`config.mk`:
```
export PLATFORM = sky130hd
export DESIGN_NAME = soft_power_regs
export DESIGN_NICKNAME = d
export VERILOG_FILES = /design/src/rtl/soft_power_pkg.sv /design/src/rtl/soft_power_regs.sv
export SDC_FILE = /design/constraint.sdc
export NUM_CORES = 1
export LEC_CHECK = 0
export ABC_AREA = 1
export BUFFER_PORTS_ARGS = -buffer_cell sky130_fd_sc_hd__buf_2
export CORE_MARGIN = 10
export CORE_UTILIZATION = 35
export DETAILED_ROUTE_END_ITERATION = 12
export SLEW_MARGIN = 5
export SYNTH_ARGS = -nofsm -noshare
export SYNTH_HDL_FRONTEND = slang
export SYNTH_SLANG_ARGS = --single-unit
```
`constraint.sdc`:
```
create_clock -name pclk -period 2.2 [get_ports pclk]
set_input_delay 0.44 -clock pclk [delete_from_list [all_inputs] [get_ports pclk]]
set_output_delay 0.44 -clock pclk [all_outputs]
set_load 0.03 [all_outputs]
```
`src/rtl/soft_power_pkg.sv`:
```
package soft_power_pkg;

  // register indices; byte address is four times the index
  localparam logic [7:0] IDX_SLEEP_WAKE_CFG  = 8'hF0;
  localparam logic [7:0] IDX_GPIO_A          = 8'hF6;
  localparam logic [7:0] IDX_GPIO_E          = 8'hF9;
  localparam logic [7:0] IDX_GPIO_F          = 8'hFA;
  localparam logic [7:0] IDX_DELAY2_SET      = 8'hB8;
  localparam logic [7:0] IDX_SOFT_POWER_CTRL = 8'hF5;
  localparam logic [7:0] IDX_IRQ_STATUS      = 8'hE0;
  localparam logic [7:0] IDX_IRQ_MASK        = 8'hE1;
  localparam logic [7:0] IDX_SLEEP_CTRL      = 8'hE2;
  localparam logic [7:0] IDX_GPIO_ROUTE      = 8'hE3;
  localparam logic [7:0] IDX_WATCHDOG_CTRL   = 8'hF4;
  localparam logic [7:0] IDX_NONE            = 8'h00;

  // low aliases seen outside configuration mode
  localparam logic [7:0] ALIAS_GPIO_A        = 8'h01;
  localparam logic [7:0] ALIAS_WATCHDOG      = 8'h02;
  localparam logic [7:0] ALIAS_GPIO_E        = 8'h03;
  localparam logic [7:0] ALIAS_GPIO_F        = 8'h04;
  localparam logic [7:0] ALIAS_SOFT_POWER    = 8'h05;
  localparam logic [7:0] ALIAS_IRQ_STATUS    = 8'h06;

  // field positions
  localparam int SPC_RSVD_BIT   = 4;
  localparam int SPC_HALT_BIT   = 5;
  localparam int SPC_REARM_BIT  = 6;
  localparam int SPC_FORCE_BIT  = 7;
  localparam int CFG_SLEEP_SEL  = 0;
  localparam int CFG_WAKE_SEL   = 1;
  localparam int SC_SLEEP_EN    = 0;
  localparam int SC_TYPE_LSB    = 1;
  localparam int RT_GROUP_A     = 0;
  localparam int RT_GROUP_E     = 1;
  localparam int RT_GROUP_F     = 2;
  localparam int IST_WAKE       = 0;
  localparam int IST_SLEEP_SMI  = 1;
  localparam int IST_PDOWN      = 2;
  localparam int IRQ_BITS       = 3;

  // values after reset
  localparam logic [7:0] SLEEP_WAKE_CFG_RST = 8'h00;
  localparam logic [7:0] DELAY2_SET_RST     = 8'h05;
  localparam logic [7:0] BYTE_ZERO          = 8'h00;

  // delay 2 is counted in units of this many milliseconds
  localparam int DELAY2_UNIT_MS     = 100;
  localparam int CLK_HZ             = 40_000_000;
  localparam int DELAY2_UNIT_CYCLES = DELAY2_UNIT_MS * (CLK_HZ / 1000);

  typedef enum logic [2:0] {
    CD_IDLE = 3'b001,
    CD_RUN  = 3'b010,
    CD_HALT = 3'b100
  } countdown_state_type;

endpackage

```
`src/rtl/soft_power_regs.sv`:
```
// How it works
// - writing one to halt bit stops delay 2 without power down; self clears
// - halt bit reads zero while counting, one once stopped
// - writing one to rearm bit restarts delay 2 from zero while running or halted; self clears, repeatable
// - writing one to forced poweroff bit requests power down at once; self clears
// - delay 2 length comes from time-set register at index B8, default 500 ms
// - group a readback shows its eight pins, pin n in bit n
// - group e readback shows five pins in bits 0..4, bits 7..5 reserved
// - group f readback shows all eight pins, pin n in bit n
// - outside configuration mode readbacks and controls also decode at indices 01..06
// - group a routes to first combined irq, groups e and f to second
// - sleep select zero: sleep enable write starts sleep; sleep_type shows the type it writes one cycle after sleep_start
// - sleep select one: sleep enable write raises smi, no sleep
// - every sleep enable write sets the smi flag; smi only if select enables
// - wake select zero: wake status set only on power-on request falling edge
// - wake select one: wake status set on enabled wake event or that edge
`timescale 1ns/1ps
module soft_power_regs
  import soft_power_pkg::*;
#(
  parameter int UNIT_CYCLES = DELAY2_UNIT_CYCLES
) (
  input  wire logic        pclk,
  input  wire logic        presetn,
  input  wire logic        psel,
  input  wire logic        penable,
  input  wire logic        pwrite,
  input  wire logic [11:0] paddr,
  input  wire logic [31:0] pwdata,
  output logic      [31:0] prdata,
  output logic             pready,
  output logic             pslverr,
  input  wire logic        config_mode,
  input  wire logic        power_button,
  input  wire logic        power_on_request_n,
  input  wire logic        wake_event,
  input  wire logic [7:0]  gpio_group_a_pins,
  input  wire logic [4:0]  gpio_group_e_pins,
  input  wire logic [7:0]  gpio_group_f_pins,
  output logic             power_down_req,
  output logic             sleep_start,
  output logic [2:0]       sleep_type,
  output logic             smi,
  output logic             irq,
  output logic             combined_gpio_irq_first,
  output logic             combined_gpio_irq_second
);

  //////////////////////////////////////////////////////////////////////////////
  // address decode

  // canonical index for a bus index, IDX_NONE when unmapped
  function automatic logic [7:0] map_index(input logic [7:0] idx, input logic cfg);
    logic [7:0] m;
    m = IDX_NONE;
    if (!cfg) begin
      case (idx)
        ALIAS_GPIO_A:     m = IDX_GPIO_A;
        ALIAS_WATCHDOG:   m = IDX_WATCHDOG_CTRL;
        ALIAS_GPIO_E:     m = IDX_GPIO_E;
        ALIAS_GPIO_F:     m = IDX_GPIO_F;
        ALIAS_SOFT_POWER: m = IDX_SOFT_POWER_CTRL;
        ALIAS_IRQ_STATUS: m = IDX_IRQ_STATUS;
        default:          m = IDX_NONE;
      endcase
    end
    case (idx)
      IDX_SLEEP_WAKE_CFG, IDX_GPIO_A, IDX_GPIO_E, IDX_GPIO_F, IDX_DELAY2_SET,
      IDX_SOFT_POWER_CTRL, IDX_IRQ_STATUS, IDX_IRQ_MASK, IDX_SLEEP_CTRL,
      IDX_GPIO_ROUTE, IDX_WATCHDOG_CTRL: m = idx;
      default: ;
    endcase
    return m;
  endfunction

  logic [7:0] bus_idx;
  logic [7:0] reg_idx;
  logic       addr_ok;
  logic       access;
  logic       wr;
  logic [7:0] wbyte;

  // word aligned, only the low 256 words exist
  assign bus_idx = paddr[9:2];
  assign reg_idx = map_index(bus_idx, config_mode);
  assign addr_ok = (paddr[1:0] == 2'b00) && (paddr[11:10] == 2'b00) && (reg_idx != IDX_NONE);
  assign access  = psel && penable && pready;
  assign wr      = access && pwrite && addr_ok;
  assign wbyte   = pwdata[7:0];

  //////////////////////////////////////////////////////////////////////////////
  // register state

  logic [7:0]          sleep_wake_cfg_r;
  logic [7:0]          delay2_set_r;
  logic [2:0]          sleep_type_r;
  logic [2:0]          route_r;
  logic [IRQ_BITS-1:0] irq_status_r;
  logic [IRQ_BITS-1:0] irq_mask_r;
  countdown_state_type cd_state_r;
  countdown_state_type cd_state_nxt;
  logic [31:0]         unit_cnt_r;
  logic [7:0]          units_r;
  logic                button_d_r;
  logic                pon_d_r;

  // write strobes for the self clearing controls
  logic halt_wr;
  logic rearm_wr;
  logic force_wr;
  logic sleep_en_wr;
  logic button_rise;
  logic pon_fall;
  logic cd_done;
  logic restart;
  logic pdown_evt;

  assign halt_wr     = wr && (reg_idx == IDX_SOFT_POWER_CTRL) && wbyte[SPC_HALT_BIT];
  assign rearm_wr    = wr && (reg_idx == IDX_SOFT_POWER_CTRL) && wbyte[SPC_REARM_BIT];
  assign force_wr    = wr && (reg_idx == IDX_SOFT_POWER_CTRL) && wbyte[SPC_FORCE_BIT];
  assign sleep_en_wr = wr && (reg_idx == IDX_SLEEP_CTRL) && wbyte[SC_SLEEP_EN];
  assign button_rise = power_button && !button_d_r;
  assign pon_fall    = pon_d_r && !power_on_request_n;

  // configuration registers; reserved cfg bits never store
  always_ff @(posedge pclk or negedge presetn) begin
    if (!presetn) begin
      sleep_wake_cfg_r <= SLEEP_WAKE_CFG_RST;
      delay2_set_r     <= DELAY2_SET_RST;
      sleep_type_r     <= 3'h0;
      route_r          <= 3'h0;
      irq_mask_r       <= '0;
    end else if (wr) begin
      if (reg_idx == IDX_SLEEP_WAKE_CFG) sleep_wake_cfg_r <= {6'h00, wbyte[1:0]};
      if (reg_idx == IDX_DELAY2_SET)     delay2_set_r <= wbyte;
      if (reg_idx == IDX_SLEEP_CTRL)     sleep_type_r <= wbyte[SC_TYPE_LSB +: 3];
      if (reg_idx == IDX_GPIO_ROUTE)     route_r <= wbyte[2:0];
      if (reg_idx == IDX_IRQ_MASK)       irq_mask_r <= wbyte[IRQ_BITS-1:0];
    end
  end

  // edge detect registers for button and power-on request
  always_ff @(posedge pclk or negedge presetn) begin
    if (!presetn) begin
      button_d_r <= 1'b0;
      pon_d_r    <= 1'b1;
    end else begin
      button_d_r <= power_button;
      pon_d_r    <= power_on_request_n;
    end
  end

  //////////////////////////////////////////////////////////////////////////////
  // delay 2 countdown

  // done once the programmed number of units has elapsed
  assign cd_done = (cd_state_r == CD_RUN) && (units_r >= delay2_set_r);
  // rearm while halted or running starts over; a new press does too unless running
  assign restart = rearm_wr || (button_rise && (cd_state_r != CD_RUN));

  always_comb begin
    cd_state_nxt = cd_state_r;
    case (cd_state_r)
      CD_IDLE: if (button_rise) cd_state_nxt = CD_RUN;
      CD_RUN: begin
        if (halt_wr) cd_state_nxt = CD_HALT;
        else if (rearm_wr) cd_state_nxt = CD_RUN;
        else if (cd_done) cd_state_nxt = CD_IDLE;
      end
      CD_HALT: if (restart && !halt_wr) cd_state_nxt = CD_RUN;
      default: cd_state_nxt = CD_IDLE;
    endcase
    if (force_wr) cd_state_nxt = CD_IDLE;
  end

  // halt or rearm landing on the last count still keeps the system up
  assign pdown_evt = force_wr || (cd_done && !halt_wr && !rearm_wr);

  always_ff @(posedge pclk or negedge presetn) begin
    if (!presetn) cd_state_r <= CD_IDLE;
    else          cd_state_r <= cd_state_nxt;
  end

  // unit prescaler; the long count is a parameter so benches can shrink it
  always_ff @(posedge pclk or negedge presetn) begin
    if (!presetn) begin
      unit_cnt_r <= 32'h0;
      units_r    <= 8'h00;
    end else if (restart || cd_state_r != CD_RUN) begin
      unit_cnt_r <= 32'h0;
      units_r    <= 8'h00;
    end else if (unit_cnt_r == 32'(UNIT_CYCLES - 1)) begin
      unit_cnt_r <= 32'h0;
      units_r    <= (units_r == 8'hFF) ? units_r : units_r + 8'h01;
    end else begin
      unit_cnt_r <= unit_cnt_r + 32'h1;
    end
  end

  //////////////////////////////////////////////////////////////////////////////
  // sticky event status, write one to clear, set wins

  logic [IRQ_BITS-1:0] evt_set;
  logic [IRQ_BITS-1:0] evt_clr;
  logic                wake_hit;

  assign wake_hit = sleep_wake_cfg_r[CFG_WAKE_SEL] ? (pon_fall || wake_event)
                                                   : pon_fall;
  assign evt_set[IST_WAKE]      = wake_hit;
  assign evt_set[IST_SLEEP_SMI] = sleep_en_wr;
  assign evt_set[IST_PDOWN]     = pdown_evt;
  assign evt_clr = (wr && reg_idx == IDX_IRQ_STATUS) ? wbyte[IRQ_BITS-1:0] : '0;

  genvar gi;
  generate
    for (gi = 0; gi < IRQ_BITS; gi++) begin : g_sticky
      always_ff @(posedge pclk or negedge presetn) begin
        if (!presetn)         irq_status_r[gi] <= 1'b0;
        else if (evt_set[gi]) irq_status_r[gi] <= 1'b1;
        else if (evt_clr[gi]) irq_status_r[gi] <= 1'b0;
      end
    end
  endgenerate

  //////////////////////////////////////////////////////////////////////////////
  // registered outputs

  logic [7:0] rd_byte;
  logic       halted;

  assign halted = (cd_state_r != CD_RUN);

  // read mux; rearm, force, sleep enable and reserved bits read zero; halt bit reads the countdown state
  always_comb begin
    rd_byte = BYTE_ZERO;
    case (reg_idx)
      IDX_SLEEP_WAKE_CFG:  rd_byte = sleep_wake_cfg_r;
      IDX_GPIO_A:          rd_byte = gpio_group_a_pins;
      IDX_GPIO_E:          rd_byte = {3'b000, gpio_group_e_pins};
      IDX_GPIO_F:          rd_byte = gpio_group_f_pins;
      IDX_DELAY2_SET:      rd_byte = delay2_set_r;
      IDX_SOFT_POWER_CTRL: rd_byte = {2'b00, halted, 5'h00};
      IDX_IRQ_STATUS:      rd_byte = {5'h00, irq_status_r};
      IDX_IRQ_MASK:        rd_byte = {5'h00, irq_mask_r};
      IDX_SLEEP_CTRL:      rd_byte = {4'h0, sleep_type_r, 1'b0};
      IDX_GPIO_ROUTE:      rd_byte = {5'h00, route_r};
      default:             rd_byte = BYTE_ZERO;
    endcase
  end

  // no wait states: data is latched in setup so prdata comes from a flop
  always_ff @(posedge pclk or negedge presetn) begin
    if (!presetn) begin
      pready  <= 1'b0;
      prdata  <= 32'h0;
      pslverr <= 1'b0;
    end else begin
      pready  <= psel && !penable;
      prdata  <= {24'h000000, rd_byte};
      pslverr <= psel && !penable && !addr_ok;
    end
  end

  // system side requests
  always_ff @(posedge pclk or negedge presetn) begin
    if (!presetn) begin
      power_down_req           <= 1'b0;
      sleep_start              <= 1'b0;
      sleep_type               <= 3'h0;
      smi                      <= 1'b0;
      irq                      <= 1'b0;
      combined_gpio_irq_first  <= 1'b0;
      combined_gpio_irq_second <= 1'b0;
    end else begin
      power_down_req <= pdown_evt;
      sleep_start    <= sleep_en_wr && !sleep_wake_cfg_r[CFG_SLEEP_SEL];
      sleep_type     <= sleep_type_r;
      smi            <= irq_status_r[IST_SLEEP_SMI] && sleep_wake_cfg_r[CFG_SLEEP_SEL];
      irq            <= |(irq_status_r & irq_mask_r);
      combined_gpio_irq_first  <= route_r[RT_GROUP_A] && |gpio_group_a_pins;
      combined_gpio_irq_second <= (route_r[RT_GROUP_E] && |gpio_group_e_pins) ||
                                  (route_r[RT_GROUP_F] && |gpio_group_f_pins);
    end
  end
endmodule // soft_power_regs

```
* Word-level counts from Yosys, hierarchy flattened *
Index checks and enable logic that the tools add are counted.

cells by class
  add/sub/neg operators = 2
  magnitude comparators = 1
  eq/ne operators = 37
  muxes and demuxes = 24
  bitwise logic cells = 1
  reduce and logical (&&, ||, !) cells = 58

operators by type and width
  cell                                                                      count
  8-bit equality test (second input constant)                               22
  8-bit one-hot mux with 10 select lines                                    1
  32-bit 2-to-1 mux                                                         2
  8-bit one-hot mux with 6 select lines                                     1
  8-bit 2-to-1 mux                                                          5
  32-bit by 1-bit adder with 32-bit output (second input constant)          1
  32-bit by 22-bit equality test with 1-bit output (second input constant)  1
  1-bit logical AND                                                         27
  8-bit by 3-bit equality test with 1-bit output (second input constant)    3
  3-bit 2-to-1 mux                                                          7
  8-bit by 2-bit equality test with 1-bit output (second input constant)    2
  8-bit OR reduction                                                        2
  2-bit AND reduction                                                       6
  11-bit OR reduction                                                       1
  3-bit one-hot mux with 3 select lines                                     1
  8-bit by 1-bit adder with 8-bit output (second input constant)            1
  8-bit by 1-bit equality test with 1-bit output (second input constant)    1
  8-bit greater-or-equal comparator                                         1
  2-bit nonzero test                                                        4
  8-bit nonzero test                                                        1
  1-bit zero test                                                           7
  1-bit 2-to-1 mux                                                          7
  3-bit inequality test (second input constant)                             2
  1-bit logical OR                                                          5
  other kinds (11)                                                          12

word-level totals
  flip-flop bits (word level) = 86
  bits of input ports = 74
  output and inout bits = 43
  logic and storage cells = 146

* Depth between registers and ports, before layout *
Gate-level depths: netlist (run 1).

  depth after elaboration = 14
  gate-level depth with buffers = 18
  depth with buffers taken out = 18

* Worst setup path before layout (run 1) *
Ideal clock, no wire load.

  path type = reg2reg
  from = reg unit_cnt_r[0]
  to = reg unit_cnt_r[30]
  library setup time = 122 ps
  arrival = 1840 ps
  required time = 2078 ps
  setup slack = 238 ps
  stages on the path, launching flop included = 13
  path buffers = 0
  period minus slack after synthesis = 1962 ps
  cell sequence = dfrtp_1 -> ha_1 -> nand4_1 -> nor2_1 -> nand2_1 -> nor2_4 -> nand4_1 -> nor2_1 -> nand3_1 -> nor2_2 -> nand4_1 -> o21ai_1 -> a21oi_1

between the ends
  longest elaborated chain between the ends = 3
  elaborated cells between the ends (all ways) = 4
  classes of those cells = 1 x add/sub; 1 x eq/ne; 2 x mux

RTL lines
  item                                                                                                                 RTL line                                        source
  start: declaration                                                                                                   soft_power_regs.sv:102                          logic [31:0] unit_cnt_r;
  start signal: assignment                                                                                             soft_power_regs.sv:196                          unit_cnt_r <= unit_cnt_r + 32'h1;
  32-bit by 1-bit adder with 32-bit output / 32-bit by 22-bit equality test with 1-bit output (equally long branches)  soft_power_regs.sv:196, soft_power_regs.sv:192
  32-bit 2-to-1 mux *                                                                                                  soft_power_regs.sv:192                          end else if (unit_cnt_r == 32'(UNIT_CYCLES - 1)) begin
  32-bit 2-to-1 mux *                                                                                                  soft_power_regs.sv:189                          end else if (restart || cd_state_r != CD_RUN) begin

Every way passes the cells marked *; elsewhere a longest branch is shown, timed or not.
A chain may end at the register's enable or synchronous reset.

* Worst setup path after layout (run 1) *
  from = reg unit_cnt_r[0]
  to = reg unit_cnt_r[24]

Same word-level chain as after synthesis.

==> metrics, run 1 <==
root buf cell clkbuf_16; Top Metal Used met4; synth top area cells dfrtp_1 41%, nand2_1 9.5%, inv_1 6.7%; Final ANT Viol Nets 0; Reg area 0.00216 mm²; slowest CP cell dfrtp_1; leakage 3.00 nW; I/O pins 117; routed vias/inst 4.64; Netlist cell types 47; Hold Fails Final Rpt 0; first-pass GRT wire length 21.0 mm; drt drc 0; crit path launch type flip-flop; peak supply drop 0.000384 V; maximum clock path buffer count 2; critical path's largest stage delay 0.37 ns; Post-Synthesis Cells 634; final instance area 0.00619 mm²; met3 wire len 754 µm; H-tree depth 3; vias in the first global route 4418; initial antenna violation count 0; Die X 139 µm; Hold Slack 0.0452 ns; maximum clock frequency 481 MHz; Site Rows 43; Tcrit/Tclk final 94.4%; met2 routed WL 5.85 mm; Post-CTS Repair Setup Buffers 0; CP max FO 4; hold_buf cts 0; Clock Skew 0.00681 ns; R2R depth 12; die area 0.0193 mm²; # clock sinks 86; Yosys top cell area share 41.4%; footprint of the multi-input gates 0.00232 mm²; I/O Buffers 68; Final Setup Violations 0; Synth Cell Area 0.00495 mm²; Setup CP Type reg -> reg; Starting DRT DRC Count 227; Final Max Slew Viols 0; Starting Density 35.7%; max-cap violation count 0; ys async rst share 100%; final WL 12.7 mm; n_diodes 0; clock slew at reported path FFs 0.06 ns; Detailed Routing Iterations Pass 1 7; Hold Path Class in -> async; Tmin final 2.08 ns; Main synth FF type dfrtp_1; fillcell total 1392; Post-synth EDFFs 0; wire per inst 13.3 µm; detailed placement HPWL 10.1 mm; Final Net Count 854; cell taking the most area after synthesis dfrtp_1; WP data arrival 2.31 ns; CP Data Required Time 2.43 ns; sequential area share after synthesis 43.6%; pin count of the biggest net entering global routing 38; share of layout cells above drive strength 1 25.3%; Num CTS Buffers 9; routability cong. 0.873; Mean Syn Cell Area 7.81 µm²; die height 139 µm; area grow syn2layout 25.1%; DR vias 4427; DP Area 0.00587 mm²; Skew-Pair Late Insertion Delay 0.35 ns; Global Route Usage Sum 13.0%; Yosys warning count 0; CTS tree yes; pwr dens 618 mW/mm²; commonest cells in the netlist 125 x nand2_1, 88 x inv_1, 83 x nor2_1, 82 x dfrtp_1, 26 x buf_4; gr ovfl total 0; status completed; Core ar. 0.0139 mm²; routed metal-1 wire length 5.93 mm; most common cell in the netlist nand2_1; element type at the critical path end flip-flop; FF+latch count, synth 86; worst-path cell chain ha_1 -> nand4_1 -> nor2_2 -> nand2_2 -> nor2_4 -> nand4_1 -> nor2_1 -> nand3_2 -> nor2_4 -> buf_4 -> xor2_1 -> nor2_1
timing repair:
item	4_1_cts	5_1_grt
resized for setup	0	6
hold endpoints to repair	0	0
setup endpoints to repair	0	6
sequential cells by signal, summed over array words and instances (netlist names), 2 cells and up:
signal and count:
unit_cnt_r 32, delay2_set_r 8, prdata 8, units_r 8, cd_state_r 3, irq_mask_r 3, irq_status_r 3, route_r 3
sleep_type 3, sleep_type_r 3, sleep_wake_cfg_r 2
placed cells by master (no fill, tap or decap), drive strengths merged:
| cell type | Yosys | final |
|---|---|---|
| a211oi | 2 | 2 |
| xnor2 | 7 | 7 |
| nor4 | 8 | 8 |
| nor3 | 17 | 17 |
| a31o | 1 | 1 |
| o21bai | 1 | 1 |
| clkbuf | 0 | 9 |
| a31oi | 2 | 2 |
| o22ai | 5 | 5 |
| clkinv | 0 | 3 |
| o2111ai | 2 | 2 |
| xor2 | 12 | 12 |
| a22oi | 3 | 3 |
| o31ai | 2 | 2 |
| inv | 97 | 99 |
| ha | 10 | 10 |
| o21ai | 36 | 36 |
| o211ai | 3 | 3 |
| bufinv | 0 | 1 |
| nand3 | 27 | 27 |
| or2 | 2 | 2 |
| dfstp | 4 | 4 |
| clkinvlp | 0 | 1 |
| or4 | 1 | 1 |
| o221ai | 1 | 1 |
| conb | 1 | 24 |
| nor2 | 97 | 97 |
| a21oi | 24 | 24 |
| nand4 | 19 | 19 |
| o21a | 2 | 2 |
| nand3b | 1 | 1 |
| a21boi | 1 | 1 |
| dfrtp | 82 | 82 |
| a221oi | 3 | 3 |
| nor3b | 1 | 1 |
| buf | 29 | 131 |
| nand2 | 131 | 131 |
routing by layer:
layer  track usage (%)  up-vias
li1                  -     2279
met1              16.4     2002
met2              20.7      130
met3              3.60       16
met4              4.83        0
met5                 0        -
logic make-up (layout without fill, tap and decap cells):
logic type / count (synthesis) / after routing / share of synthesized area (%)
AOI/OAI and AO/OA: 88 / 88 / 10.4
xor gates and xnor gates: 19 / 19 / 3.36
DFF: 86 / 86 / 43.6
adders and majority gates: 10 / 10 / 2.53
buffers and inverters: 126 / 244 / 11.7
other: 1 / 24 / 0.0757
and+or+nand+nor: 304 / 304 / 28.4
cell type report:
| class | instances | share of cell area, % |
|---|---|---|
| Inverter | 97 | 5.88 |
| Sequential cell | 86 | 34.8 |
| Tap cell | 180 | 3.64 |
| Multi-Input combinational cell | 445 | 37.5 |
| Clock buffer | 9 | 3.64 |
| Clock inverter | 7 | 1.13 |
| Timing Repair Buffer | 131 | 13.4 |
report_power, final:
group	switching [mW]	internal [mW]	leakage, nW
logic	0.413	0.234	1.78
clock network	0.655	0.881	0.146
registers	0.0237	1.62	1.08
through the flow:
step           TNS [ns]  power [mW]  setup slack (ns)  util (%)  instances
6_report              0        3.83             0.123      44.6        955
3_3_place_gp     -0.480        2.32           -0.0456      42.3        939
5_1_grt         -0.0571        4.01           -0.0313      44.6        955
2_1_floorplan         0        2.07             0.238         -        657
4_1_cts               0        3.87            0.0275      44.4        955
3_5_place_dp     -0.939        2.33           -0.0749      42.3        939
worst paths after layout:
path,slack [ns],endpoint,from
max in group asynchronous,1.51,pon_d_r$_DFF_PN1_,presetn
worst min register to register,0.38,sleep_type[2]$_DFF_PN0_,sleep_type_r[2]$_DFFE_PN0P_
worst min-delay path,0.05,sleep_type[2]$_DFF_PN0_,presetn
worst max-delay path,0.12,unit_cnt_r[24]$_DFF_PN0_,unit_cnt_r[0]$_DFF_PN0_
worst max register to register,0.12,unit_cnt_r[24]$_DFF_PN0_,unit_cnt_r[0]$_DFF_PN0_
min in group pclk,0.20,pon_d_r$_DFF_PN1_,power_on_request_n
critical path: cells and delay by family, from the launching register on:
kind                     cells  cell delay (ns)
adder cells (fa/ha/maj)      1             0.17
XOR/XNOR                     1             0.14
AND/OR/NAND/NOR              9             1.13
flip-flops                   1             0.37
buffers and inverters        1             0.13
(Power assumes the default switching activity.)
==> run 2, diff against run 1 <==
ABC_AREA = not set   (was 1)
CAP_MARGIN = 20   (was not set)
CORE_UTILIZATION = 50   (was 35)
PLACE_DENSITY = 0.75   (was not set)
==> metrics, run 2 <==
element type at the critical path end flip-flop (unchanged); WP data arrival 2.39 ns (was 2.31 ns); ys async rst share 100% (unchanged); peak supply drop 0.000507 V (was 0.000384 V); final WL 11.9 mm (was 12.7 mm); Starting Density 51.6% (was 35.7%); Finished Layout Cells 737 (was 955); Num CTS Buffers 9 (unchanged); Pwr Total 3.00 mW (was 3.83 mW); Starting DRT DRC Count 322 (was 227); vias in the first global route 4305 (was 4418); clock slew at reported path FFs 0.09 ns (was 0.06 ns); DR vias 4026 (was 4427); most common cell in the netlist dfrtp_1 (was nand2_1); Global Route Usage Sum 17.0% (was 13.0%); synth top area cells dfrtp_1 43%, xor2_1 4.2%, buf_4 4.1% (was dfrtp_1 41%, nand2_1 9.5%, inv_1 6.7%); Die X 118 µm (was 139 µm); Hold Path Class in -> async (unchanged); n_diodes 0 (unchanged); Clock Skew 0.0109 ns (was 0.00681 ns); Detailed Routing Iterations Pass 1 5 (was 7); Yosys top cell area share 42.8% (was 41.4%); max-cap violation count 0 (unchanged); Setup CP Type reg -> reg (unchanged); sequential area share after synthesis 45.0% (was 43.6%); cell taking the most area after synthesis dfrtp_1 (unchanged); beginning of the critical path delay2_set_r[0]$_DFFE_PN1P_ (was unit_cnt_r[0]$_DFF_PN0_); wire per inst 16.1 µm (was 13.3 µm); H-tree depth 3 (unchanged); critical path's largest stage delay 0.56 ns (was 0.37 ns); slowest CP cell dfstp_2 (was dfrtp_1); FF+latch count, synth 86 (unchanged); root buf cell clkbuf_8 (was clkbuf_16); number of placed instances with taps included 721 (was 939); detailed placement HPWL 9.18 mm (was 10.1 mm); I/O pins 117 (unchanged); Hold Fails Final Rpt 2 (was 0); largest reg by FF count unit_cnt_r (unchanged); # clock sinks 86 (unchanged); pin count of the biggest net entering global routing 61 (was 38); pwr dens 523 mW/mm² (was 618 mW/mm²); R2R depth 8 (was 12); commonest cells in the netlist 82 x dfrtp_1, 49 x nand2_1, 49 x nor2_1, 29 x nand3_1, 26 x buf_4 (was 125 x nand2_1, 88 x inv_1, 83 x nor2_1, 82 x dfrtp_1, 26 x buf_4); DP Area 0.00553 mm² (was 0.00587 mm²); violated checks hold timing; most frequent cells in the layout 82 x dfrtp_1, 67 x buf_2, 50 x buf_4 (was 124 x nand2_1, 88 x inv_1, 82 x nor2_1, 82 x dfrtp_1, 67 x buf_2); final instance area 0.00574 mm² (was 0.00619 mm²); Post-synth EDFFs 0 (unchanged); routed vias/inst 5.46 (was 4.64); Final Setup Violations 0 (unchanged); Hold Slack -0.00171 ns (was 0.0452 ns); hold_buf cts 0 (unchanged); Final Net Count 688 (was 854); Tcrit/Tclk final 97.0% (was 94.4%); Core ar. 0.00928 mm² (was 0.0139 mm²); Final Max Slew Viols 0 (unchanged); Post-Synthesis Cells 489 (was 634); Site Rows 35 (was 43); area grow syn2layout 19.8% (was 25.1%); Yosys warning count 0 (unchanged); worst r2r src delay2_set_r[0]$_DFFE_PN1P_ (was unit_cnt_r[0]$_DFF_PN0_); I/O Buffers 68 (unchanged); first-pass GRT wire length 20.3 mm (was 21.0 mm); Netlist cell types 67 (was 47); setup TNS 0 ns (unchanged); die height 118 µm (was 139 µm); gr ovfl total 0 (unchanged); CP Data Required Time 2.46 ns (was 2.43 ns); drt drc 0 (unchanged); Mean Syn Cell Area 9.80 µm² (was 7.81 µm²); Final ANT Viol Nets 0 (unchanged); initial antenna violation count 0 (unchanged); status complete, but fails checks (was completed); CTS tree yes (unchanged); R2R setup slack 0.07 ns (was 0.12 ns); worst r2r dst cd_state_r[1]$_DFFE_PN0P_ (was unit_cnt_r[24]$_DFF_PN0_); Tmin final 2.13 ns (was 2.08 ns); Skew-Pair Late Insertion Delay 0.35 ns (about the same); routability cong. 0.917 (was 0.873); die area 0.0139 mm² (was 0.0193 mm²); fillcell total 779 (was 1392); RSZ-0062 raised after global routing no; Largest register FFs 32 (unchanged); leakage 2.72 nW (was 3.00 nW); CP max FO 2 (was 4); Main synth FF type dfrtp_1 (unchanged); share of layout cells above drive strength 1 29.8% (was 25.3%); worst-path cell chain ha_1 -> nand2b_1 -> a21oi_1 -> o21ai_1 -> a21oi_1 -> o21ai_1 -> or3b_2 -> a31oi_1 (was ha_1 -> nand4_1 -> nor2_2 -> nand2_2 -> nor2_4 -> nand4_1 -> nor2_1 -> nand3_2 -> nor2_4 -> buf_4 -> xor2_1 -> nor2_1); Setup crit end cd_state_r[1]$_DFFE_PN0P_ (was unit_cnt_r[24]$_DFF_PN0_); maximum clock path buffer count 2 (unchanged); commonest non-fill, non-tap cell in the layout dfrtp_1 (was nand2_1); maximum clock frequency 469 MHz (was 481 MHz); crit path launch type flip-flop (unchanged); Synth Cell Area 0.00479 mm² (was 0.00495 mm²)
[run 2: cell type report]
| type | instances | area [µm²] | share of cell area, % |
|---|---|---|---|
| Timing Repair Buffer | 119 | 751 | 13.1 |
| Inverter | 16 | 60.1 | 1.05 |
| Sequential cell | 86 | 2160 | 37.6 |
| Clock buffer | 11 | 131 | 2.29 |
| Clock inverter | 4 | 56.3 | 0.981 |
| Tap cell | 129 | 161 | 2.81 |
| Multi-Input combinational cell | 372 | 2420 | 42.2 |
[run 2: what timing repair did]
action                     4_1_cts  5_1_grt
setup endpoints to repair        2        8
resized for setup                1        6
pin swaps                        2        6
gates cloned                     0        0
buffers inserted                 1        0
[run 2: kinds of logic after synthesis]
family | Yosys count | share of synthesized area (%)
DFF | 86 | 45.0
other | 1 | 0.0783
muxes | 16 | 3.73
AOI/OAI and AO/OA | 63 | 10.1
xor gates and xnor gates | 37 | 6.76
buffers and inverters | 54 | 7.34
adders and majority gates | 10 | 2.61
and+or+nand+nor | 222 | 24.4
[run 2: how the worst min path moves through the flow]
stage	startpoint	endpoint	slack, ns	cells after the start
finish	presetn	sleep_start$_DFF_PN0_	-0.002	1
global route	presetn	sleep_wake_cfg_r[0]$_DFFE_PN0P_	0.01	1
CTS	presetn	irq_status_r[1]$_DFFE_PN0P_	0.005	1
detailed placement	presetn	cd_state_r[2]$_DFFE_PN0P_	0.38	1
global placement	presetn	button_d_r$_DFF_PN0_	0.37	1
floorplan	presetn	button_d_r$_DFF_PN0_	0.14	0
[run 2: worst max-delay path: cells and delay by family (launching register included)]
| kind | cells | cell delay (ns) |
|---|---|---|
| AOI/OAI and AO/OA | 5 | 0.67 |
| adders and majority gates | 1 | 0.23 |
| DFF | 1 | 0.56 |
| and+or+nand+nor | 2 | 0.60 |
[run 2: metal layers]
metal	vias up	global-route usage, %	share of wire, %
met4	0	5.26	1.3
li1	1910	-	-
met3	20	2.93	5.9
met2	150	28.6	48
met1	1946	21.8	45
met5	-	0	0
[run 2: metrics by stage]
step           util, %  worst slack, ns
6_report          61.8           0.0656
5_1_grt           61.8          0.00130
3_5_place_dp      59.5           -0.177
4_1_cts           61.6          0.00446
3_3_place_gp      59.5           -0.145
2_1_floorplan        -          0.00377
[run 2: report_power, final]
group | leakage [nW] | total [mW] | internal [mW] | switching (mW)
clock | 0.0940 | 1.09 | 0.528 | 0.561
sequential | 1.14 | 1.60 | 1.59 | 0.00650
combinational | 1.48 | 0.313 | 0.105 | 0.208
total | 2.72 | 3.00 | 2.23 | 0.775
